===== config.mk =====
export PLATFORM = sky130hd
export DESIGN_NAME = acc_ctrl
export DESIGN_NICKNAME = d
export VERILOG_FILES = /design/src/acc_pkg.sv /design/src/acc_ctrl.sv
export SDC_FILE = /design/constraint.sdc
export NUM_CORES = 1
export LEC_CHECK = 0
export CORE_MARGIN = 2
export CORE_UTILIZATION = 68
export CTS_CLUSTER_SIZE = 8
export DETAILED_ROUTE_END_ITERATION = 16
export DONT_BUFFER_PORTS = 1
export PLACE_DENSITY_LB_ADDON = 0.15
export SYNTH_ARGS = -nofsm -noshare
export SYNTH_HDL_FRONTEND = slang
export SYNTH_SLANG_ARGS = --single-unit
export TNS_END_PERCENT = 5

===== constraint.sdc =====
create_clock -name hclk -period 4.6 [get_ports hclk]
set_input_delay 0.23 -clock hclk [delete_from_list [all_inputs] [get_ports hclk]]
set_output_delay 0.23 -clock hclk [all_outputs]
set_load 0.02 [all_outputs]

===== src/acc_pkg.sv =====
package acc_pkg;

  // ==================================================================
  // register byte offsets on the ahb-lite slave
  localparam logic [7:0] ACC_CMP_CS_OFF = 8'h00;
  localparam logic [7:0] ACC_SFR_OFF = 8'h04;
  localparam logic [7:0] ACC_CONV_CS_OFF = 8'h08;
  localparam logic [7:0] ACC_CHAN_OFF = 8'h0c;
  localparam logic [7:0] ACC_RES_LO_OFF = 8'h10;
  localparam logic [7:0] ACC_RES_HI_OFF = 8'h14;
  localparam logic [7:0] ACC_GIE_OFF = 8'h18;

  // ==================================================================
  // comparator control/status field positions
  localparam int ACC_CMP_OUT_BIT = 5;
  localparam int ACC_CMP_FLAG_BIT = 4;
  localparam int ACC_CMP_IE_BIT = 3;
  localparam int ACC_CMP_CAP_BIT = 2;
  localparam int ACC_CMP_MODE_HI_BIT = 1;
  localparam int ACC_CMP_MODE_LO_BIT = 0;
  // special function register
  localparam int ACC_SFR_MUXEN_BIT = 3;
  // converter control/status
  localparam int ACC_CONV_EN_BIT = 7;
  localparam int ACC_CONV_START_BIT = 6;
  localparam int ACC_CONV_FREE_BIT = 5;
  localparam int ACC_CONV_DONE_BIT = 4;
  localparam int ACC_CONV_DIE_BIT = 3;
  // channel select register
  localparam int ACC_REF_HI_BIT = 7;
  localparam int ACC_REF_LO_BIT = 6;
  localparam int ACC_LADJ_BIT = 5;
  localparam int ACC_CH_HI_BIT = 4;

  // ==================================================================
  // comparator interrupt modes
  typedef enum logic [1:0] {
    ACC_MODE_TOGGLE = 2'b00,
    ACC_MODE_RSVD = 2'b01,
    ACC_MODE_FALL = 2'b10,
    ACC_MODE_RISE = 2'b11
  } acc_mode_type;

  // converter sequencer states
  typedef enum logic [1:0] {
    ACC_ST_OFF = 2'b00,
    ACC_ST_IDLE = 2'b01,
    ACC_ST_CONV = 2'b10
  } acc_state_type;

  // ==================================================================
  // conversion timing, in converter clock cycles and system cycles per converter cycle
  localparam int ACC_NORMAL_CYCLES = 13;
  localparam int ACC_FIRST_CYCLES = 25;
  localparam int ACC_CONV_CLK_DIV = 4;
  localparam logic [7:0] ACC_NORMAL_COUNT = 8'(ACC_NORMAL_CYCLES * ACC_CONV_CLK_DIV);
  localparam logic [7:0] ACC_FIRST_COUNT = 8'(ACC_FIRST_CYCLES * ACC_CONV_CLK_DIV);
  localparam logic [7:0] ACC_CMP_MUX_DIS = 8'h08;

endpackage


===== src/acc_ctrl.sv =====
`timescale 1ns/1ps
`default_nettype none
// Function
// - comparator irq needs enable and global enable
// - capture route gates comparator to timer
// - mode field picks toggle, fall or rise
// - mux enable with converter off picks pin
// - ten-bit result code from converter core
// - reference select: external, supply, internal
// - channel bits pick input and gain
// - eight single, sixteen differential selections
// - selections inactive until converter enabled
// - right justified default, left on adjust
// - read low byte before high byte
// - low read locks, high read unlocks
// - locked completion discards result
// - done flag set even when discarded
// - start bit high during conversion
// - channel change applies after conversion
// - free running still needs first start
// - free running ignores done flag state
// - comparator flag set, vector or w1 clear
// - comparator output synchronised two flops
// - conversion 13 cycles, first 25
// - completion writes data, sets flag
module acc_ctrl (
  // ahb-lite slave
  input wire logic hclk,
  input wire logic hresetn,
  input wire logic hsel,
  input wire logic [7:0] haddr,
  input wire logic [1:0] htrans,
  input wire logic hwrite,
  input wire logic [2:0] hsize,
  input wire logic [31:0] hwdata,
  input wire logic hready,
  output logic [31:0] hrdata,
  output logic hreadyout,
  output logic hresp,
  // comparator front end
  input wire logic cmp_raw,
  input wire logic cmp_irq_ack,
  output logic cmp_irq,
  output logic cmp_capture_out,
  output logic [3:0] cmp_neg_select,
  // converter analog core
  input wire logic [9:0] core_result,
  input wire logic conv_irq_ack,
  output logic conv_irq,
  output logic [1:0] reference_select,
  output logic [4:0] channel_active,
  output logic core_enable,
  output logic core_sample
);
  import acc_pkg::*;

  // ==================================================================
  // bus front end
  logic ph_valid;
  logic ph_write;
  logic [7:0] ph_addr;
  logic bus_rd;
  logic bus_wr;
  logic [31:0] next_rdata;

  always_ff @(posedge hclk or negedge hresetn) begin
    if (!hresetn) begin
      ph_valid <= 1'b0;
      ph_write <= 1'b0;
      ph_addr <= 8'h00;
    end else if (hready) begin
      ph_valid <= hsel && htrans[1];
      ph_write <= hwrite;
      ph_addr <= haddr;
    end
  end

  assign hreadyout = 1'b1;
  assign hresp = 1'b0;
  assign bus_wr = ph_valid && ph_write;
  assign bus_rd = hsel && htrans[1] && !hwrite && hready;

  function automatic logic wr_to(input logic [7:0] off, input logic [7:0] a, input logic w);
    return w && (a == off);
  endfunction

  // ==================================================================
  // registers
  logic cmp_ie;
  logic cmp_cap;
  acc_mode_type cmp_mode;
  logic cmp_flag;
  logic mux_en;
  logic gie;
  logic conv_en;
  logic start;
  logic free_run;
  logic done_flag;
  logic done_ie;
  logic [7:0] chan_reg;
  logic [15:0] result;
  logic locked;

  always_ff @(posedge hclk or negedge hresetn) begin
    if (!hresetn) begin
      cmp_ie <= 1'b0;
      cmp_cap <= 1'b0;
      cmp_mode <= ACC_MODE_TOGGLE;
      mux_en <= 1'b0;
      gie <= 1'b0;
      chan_reg <= 8'h00;
    end else begin
      if (wr_to(ACC_CMP_CS_OFF, ph_addr, bus_wr)) begin
        cmp_ie <= hwdata[ACC_CMP_IE_BIT];
        cmp_cap <= hwdata[ACC_CMP_CAP_BIT];
        cmp_mode <= acc_mode_type'({hwdata[ACC_CMP_MODE_HI_BIT], hwdata[ACC_CMP_MODE_LO_BIT]});
      end
      if (wr_to(ACC_SFR_OFF, ph_addr, bus_wr)) begin
        mux_en <= hwdata[ACC_SFR_MUXEN_BIT];
      end
      if (wr_to(ACC_GIE_OFF, ph_addr, bus_wr)) begin
        gie <= hwdata[0];
      end
      if (wr_to(ACC_CHAN_OFF, ph_addr, bus_wr)) begin
        chan_reg <= hwdata[7:0];
      end
    end
  end

  // ==================================================================
  // comparator
  logic cmp_s1;
  logic cmp_s2;
  logic cmp_prev;
  logic cmp_event;

  always_ff @(posedge hclk or negedge hresetn) begin
    if (!hresetn) begin
      cmp_s1 <= 1'b0;
      cmp_s2 <= 1'b0;
      cmp_prev <= 1'b0;
    end else begin
      cmp_s1 <= cmp_raw;
      cmp_s2 <= cmp_s1;
      cmp_prev <= cmp_s2;
    end
  end

  always_comb begin
    unique case (cmp_mode)
      ACC_MODE_TOGGLE: cmp_event = cmp_s2 ^ cmp_prev;
      ACC_MODE_FALL: cmp_event = cmp_prev && !cmp_s2;
      ACC_MODE_RISE: cmp_event = !cmp_prev && cmp_s2;
      ACC_MODE_RSVD: cmp_event = 1'b0;
    endcase
  end

  // set wins over both clear paths
  always_ff @(posedge hclk or negedge hresetn) begin
    if (!hresetn) begin
      cmp_flag <= 1'b0;
    end else if (cmp_event) begin
      cmp_flag <= 1'b1;
    end else if (cmp_irq_ack ||
                 (wr_to(ACC_CMP_CS_OFF, ph_addr, bus_wr) && hwdata[ACC_CMP_FLAG_BIT])) begin
      cmp_flag <= 1'b0;
    end
  end

  assign cmp_irq = cmp_flag && cmp_ie && gie;
  assign cmp_capture_out = cmp_cap && cmp_s2;
  assign cmp_neg_select = (mux_en && !conv_en) ? {1'b0, chan_reg[2:0]} : ACC_CMP_MUX_DIS[3:0];

  // ==================================================================
  // converter sequencer
  acc_state_type state;
  logic [7:0] count;
  logic first_conv;
  logic [7:0] chan_latched;
  logic complete;

  assign complete = (state == ACC_ST_CONV) && (count == 8'h01);

  always_ff @(posedge hclk or negedge hresetn) begin
    if (!hresetn) begin
      state <= ACC_ST_OFF;
      count <= 8'h00;
      first_conv <= 1'b1;
    end else if (!conv_en) begin
      state <= ACC_ST_OFF;
      count <= 8'h00;
      first_conv <= 1'b1;
    end else begin
      unique case (state)
        ACC_ST_OFF: state <= ACC_ST_IDLE;
        ACC_ST_IDLE: begin
          if (start) begin
            state <= ACC_ST_CONV;
            count <= first_conv ? ACC_FIRST_COUNT : ACC_NORMAL_COUNT;
          end
        end
        ACC_ST_CONV: begin
          if (complete) begin
            first_conv <= 1'b0;
            if (free_run) begin
              count <= ACC_NORMAL_COUNT;
            end else begin
              state <= ACC_ST_IDLE;
            end
          end else begin
            count <= count - 8'h01;
          end
        end
        default: state <= ACC_ST_OFF;
      endcase
    end
  end

  // selections track freely except while a conversion holds them
  always_ff @(posedge hclk or negedge hresetn) begin
    if (!hresetn) begin
      chan_latched <= 8'h00;
    end else if (state != ACC_ST_CONV || complete) begin
      chan_latched <= chan_reg;
    end
  end

  assign core_enable = conv_en;
  assign reference_select = conv_en ? chan_latched[ACC_REF_HI_BIT:ACC_REF_LO_BIT] : 2'b00;
  assign channel_active = conv_en ? chan_latched[ACC_CH_HI_BIT:0] : 5'h00;
  assign core_sample = complete;

  // converter control/status
  logic conv_cs_wr;
  assign conv_cs_wr = wr_to(ACC_CONV_CS_OFF, ph_addr, bus_wr);

  always_ff @(posedge hclk or negedge hresetn) begin
    if (!hresetn) begin
      conv_en <= 1'b0;
      free_run <= 1'b0;
      done_ie <= 1'b0;
    end else if (conv_cs_wr) begin
      conv_en <= hwdata[ACC_CONV_EN_BIT];
      free_run <= hwdata[ACC_CONV_FREE_BIT];
      done_ie <= hwdata[ACC_CONV_DIE_BIT];
    end
  end

  always_ff @(posedge hclk or negedge hresetn) begin
    if (!hresetn) begin
      start <= 1'b0;
    end else if (!conv_en && !(conv_cs_wr && hwdata[ACC_CONV_EN_BIT])) begin
      start <= 1'b0;
    end else if (conv_cs_wr && hwdata[ACC_CONV_START_BIT]) begin
      start <= 1'b1;
    end else if (complete && !free_run) begin
      start <= 1'b0;
    end
  end

  always_ff @(posedge hclk or negedge hresetn) begin
    if (!hresetn) begin
      done_flag <= 1'b0;
    end else if (complete) begin
      done_flag <= 1'b1;
    end else if (conv_irq_ack || (conv_cs_wr && hwdata[ACC_CONV_DONE_BIT])) begin
      done_flag <= 1'b0;
    end
  end

  assign conv_irq = done_flag && done_ie && gie;

  // ==================================================================
  // result registers and read lock
  logic rd_lo;
  logic rd_hi;
  assign rd_lo = bus_rd && (haddr == ACC_RES_LO_OFF);
  assign rd_hi = bus_rd && (haddr == ACC_RES_HI_OFF);

  always_ff @(posedge hclk or negedge hresetn) begin
    if (!hresetn) begin
      locked <= 1'b0;
    end else if (rd_hi) begin
      locked <= 1'b0;
    end else if (rd_lo) begin
      locked <= 1'b1;
    end
  end

  always_ff @(posedge hclk or negedge hresetn) begin
    if (!hresetn) begin
      result <= 16'h0000;
    end else if (complete && !locked) begin
      if (chan_latched[ACC_LADJ_BIT]) begin
        result <= {core_result, 6'h00};
      end else begin
        result <= {6'h00, core_result};
      end
    end
  end

  // ==================================================================
  // read mux
  always_comb begin
    next_rdata = 32'h0000_0000;
    unique case (haddr)
      ACC_CMP_CS_OFF: begin
        next_rdata[ACC_CMP_OUT_BIT] = cmp_s2;
        next_rdata[ACC_CMP_FLAG_BIT] = cmp_flag;
        next_rdata[ACC_CMP_IE_BIT] = cmp_ie;
        next_rdata[ACC_CMP_CAP_BIT] = cmp_cap;
        next_rdata[ACC_CMP_MODE_HI_BIT:ACC_CMP_MODE_LO_BIT] = cmp_mode;
      end
      ACC_SFR_OFF: next_rdata[ACC_SFR_MUXEN_BIT] = mux_en;
      ACC_CONV_CS_OFF: begin
        next_rdata[ACC_CONV_EN_BIT] = conv_en;
        next_rdata[ACC_CONV_START_BIT] = start;
        next_rdata[ACC_CONV_FREE_BIT] = free_run;
        next_rdata[ACC_CONV_DONE_BIT] = done_flag;
        next_rdata[ACC_CONV_DIE_BIT] = done_ie;
      end
      ACC_CHAN_OFF: next_rdata[7:0] = chan_reg;
      ACC_RES_LO_OFF: next_rdata[7:0] = result[7:0];
      ACC_RES_HI_OFF: next_rdata[7:0] = result[15:8];
      ACC_GIE_OFF: next_rdata[0] = gie;
      default: next_rdata = 32'h0000_0000;
    endcase
  end

  always_ff @(posedge hclk or negedge hresetn) begin
    if (!hresetn) begin
      hrdata <= 32'h0000_0000;
    end else if (bus_rd) begin
      hrdata <= next_rdata;
    end
  end
endmodule
`default_nettype wire


==> summary.md <==
| Metric | Value |
|---|---|
| Gr usage total | 0.270 |
| Initial standard-cell utilization of the core | 0.691 |
| Count of buffers inserted at the top-level ports | 0 |
| Max clock buf depth | 2 |
| Kind of start point of the critical path | flop |
| Total power | between 1000 and 1500 uW |
| Worst setup skew after layout | approximately 0.0091 ns |
| Cells along the critical path | or4_1, or3_1, inv_1 |
| Library cell used as clock root buffer | clkbuf_8 |
| Most numerous cell types in the synthesized netlist | 76 x dfrtp_1, 35 x mux2_2, 26 x buf_4 |
| Leakage power | 0.00196 uW |
| H-tree levels | 3 |
| Slew at the pin closest to its max-slew limit | 0.830 ns |
| TritonCTS sink count | 77 |
| Register area share after synthesis | 0.479 |
| Count of flip-flops with a built-in enable after synthesis | 0 |
| Crit path kind | reg2out |
| Post-synthesis instance area | 0.00402 mm^2 |
| Max-cap violations | 0 |
| Share of post-route cells with drive strength above 1 | 0.185 |
| Final period utilization | 0.525 |
| Minimum period implied by the final worst setup slack | 2.41 ns |
| Die area | 0.00654 mm^2 |
| GPL Wtd Cong | 0.799 |
| Via count of the first global-routing pass | 2566 |
| Post-CTS Setup Bufs | 0 |
| Ys Warns | 0 |
| Setup repair after global routing missed its margin | no |
| Peak supply drop | around 0.00024 V |
| Number of flip-flops in the largest register | 16 |
| NetSw | between 300 and 400 uW |
| Total congestion overflow after global routing | 0 |
| Number of antenna violations at the first check in global routing | 0 |
| Cell at the slowest stage of the critical path | or4_1 |
| Routed wire length per instance | 18.7 um |
| Register bit count reported by yosys | 77 |
| Final worst hold slack | roughly 0.012 ns |
| Leading area contributor after synthesis | dfrtp_1 |
| Setup Slack @ Placement | 2.25 ns |
| Net switching fraction of the power | 0.242 |
| Worst-path maximum fanout | 8 |
| Combinational fraction of design power | 0.070 |
| Cell area power density | 304 mW/mm^2 |
| Dominant cells by area after synthesis | dfrtp_1 47%, mux2_2 9.8%, buf_4 4.9% |
| Yosys top cell area share | 0.473 |
| Portion of total power attributed to the clock network | 0.361 |
| Vert. Die Dim | ~81 um |
| Worst-Skew Late Latency | 0.35 ns |
| Final hold viol count | 0 |
| TritonCTS clock tree | built |
| Drt drc | 0 |
| Cell with the most instances after synthesis | dfrtp_1 |
| DRC violation total after the first TritonRoute iteration | 165 |
| Number of unique standard cell types used by synthesis | 61 |
| Async set-or-reset flop fraction in the synthesized netlist | 1.00 |
| DP HPWL | approximately 5800 um |
| Cts bufs inserted | 9 |
| Die span in x | 80.9 um |
| Area growth from synthesis to layout | 3.70% |
| Wire length after detailed routing | 8150 um |
| Pin count of the biggest net entering global routing | 78 |
| Placement-stage cell area | 0.00393 mm^2 |
| First-pass GRT wire length | 13200 um |
| Data arrival time of the critical path | 2.18 ns |
| Mean Syn Cell Area | about 11 um^2 |
| Number of placement rows | 28 |
| Instance count of the mapped netlist | 359 |
| Number of setup violations in the final report | 0 |
| Detailed-routing iteration count for the pre-antenna-repair pass | 4 |
| Fill cell count | 449 |
| Area inside the core boundary | 0.00582 mm^2 |
| Register with the most flip-flops | result |
| Hold WC Path Type | in2reg |
| Clock-pin slew on the worst setup and hold paths | ~0.07 ns |
| Final Worst Setup Slack | between 2 and 2.5 ns |
| Final Net Count | ~420 |
| Count of boundary I/O pins | 113 |
| Antenna cells | 0 |
| Setup TNS | 0 ns |
| Number of pins with negative max-slew slack in the final report | 0 |
| Average vias per placed instance | about 6.1 |
| Critical Path End Type | output port |
| Data required time at the worst endpoint | 4.37 ns |
| Sequential cell fraction of total power | 0.569 |
| Internal | 962 uW |
| Result of the run | complete, no violations |
| Overall via count from detail_route | around 2700 |
| Highest Clock Rate | 414 MHz |
| Top_reg_cell synth | dfrtp_1 |
| Antenna-violating nets left | 0 |
| Slowest Stage Delay on Critical Path | 0.70 ns |
| Non-Filler Cell Area, Final | 0.00417 mm^2 |
| Max_slew headroom | 0.443 |
[power groups by stage]
stage | Clock (uW) | Combinational, uW | Sequential (uW)
after floorplan | 0 | 89.6 | 726
after global placement | 0 | 68.5 | 734
after detailed placement | 0 | 70.2 | 736
after CTS | 465 | 89.6 | 722
after global routing | 495 | 99.0 | 726
final | 458 | 89.0 | 722
[cell families (layout without fill, tap and decap cells)]
| kind of cell | count (synthesis) | after routing | share of synthesized area |
|---|---|---|---|
| AO/OA/AOI/OAI | 67 | 67 | 0.132 |
| XOR/XNOR | 5 | 5 | 0.0109 |
| adder cells (fa/ha/maj) | 4 | 4 | 0.0124 |
| buffers and inverters | 55 | 34 | 0.0806 |
| flip-flops | 77 | 77 | 0.479 |
| multiplexers | 50 | 50 | 0.135 |
| other | 2 | 26 | 0.00187 |
| AND/OR/NAND/NOR | 99 | 99 | 0.148 |
[worst max-delay path: cells and delay by family, from the launching register on]
kind,cells,cell delay [ns]
and+or+nand+nor,2,1.20
buffers and inverters,1,0.21
DFF,1,0.43
[metal layers]
metal / vias up / global-route usage / part of all wire
met3: 12 / 0.0700 / 0.068
met1: 1344 / 0.366 / 0.43
met2: 100 / 0.417 / 0.49
met4: 0 / 0.107 / 0.017
li1: 1225 / - / -
met5: - / 0 / 0
[final timing paths]
| kind | startpoint | end | slack [ns] | cells past startpoint |
|---|---|---|---|---|
| min in group asynchronous | hresetn | count[3] | 0.43 | 2 |
| worst min-delay path | hwdata[6] | start | 0.01 | 2 |
| max in group asynchronous | hresetn | first_conv | 3.81 | 2 |
| worst max-delay path | count[4] | core_sample | 2.19 | 3 |
| worst max register to register | count[4] | result[13] | 2.22 | 4 |
| worst min register to register | cmp_s1 | cmp_s2 | 0.35 | 0 |
[metrics by stage]
| stage | utilization | std cells |
|---|---|---|
| floorplan | - | 383 |
| global placement | 0.676 | 416 |
| detailed placement | 0.676 | 416 |
| CTS | 0.717 | 437 |
| global route | 0.717 | 437 |
| finish | 0.717 | 437 |
[timing repair]
| item | in CTS | in global routing |
|---|---|---|
| gates resized for setup | 0 | 0 |
| hold endpoints to repair | 80 | 0 |
| hold buffers | 5 | 0 |
[cells in the final DEF (no fill, tap or decap), drive strengths merged, types with 7 or more instances in the layout]
master  count
dfrtp      76
mux2       35
conb       26
nand2      21
a21o       16
mux2i      15
nor2       14
clkbuf     14
inv        13
and2       13
o21ai      12
nor3b       7
[area by class of cell]
| type | instances | area (um^2) | share of cell area |
|---|---|---|---|
| multi-input cells | 251 | 1860 | 0.446 |
| clock inverters | 2 | 10.0 | 0.00240 |
| inverters | 13 | 48.8 | 0.0117 |
| well taps | 75 | 93.8 | 0.0225 |
| flip-flops and latches | 77 | 1930 | 0.462 |
| clock buffers | 14 | 163 | 0.0390 |
| repair buffers | 5 | 67.6 | 0.0162 |
Note: power is estimated with default switching activity, not from simulation.
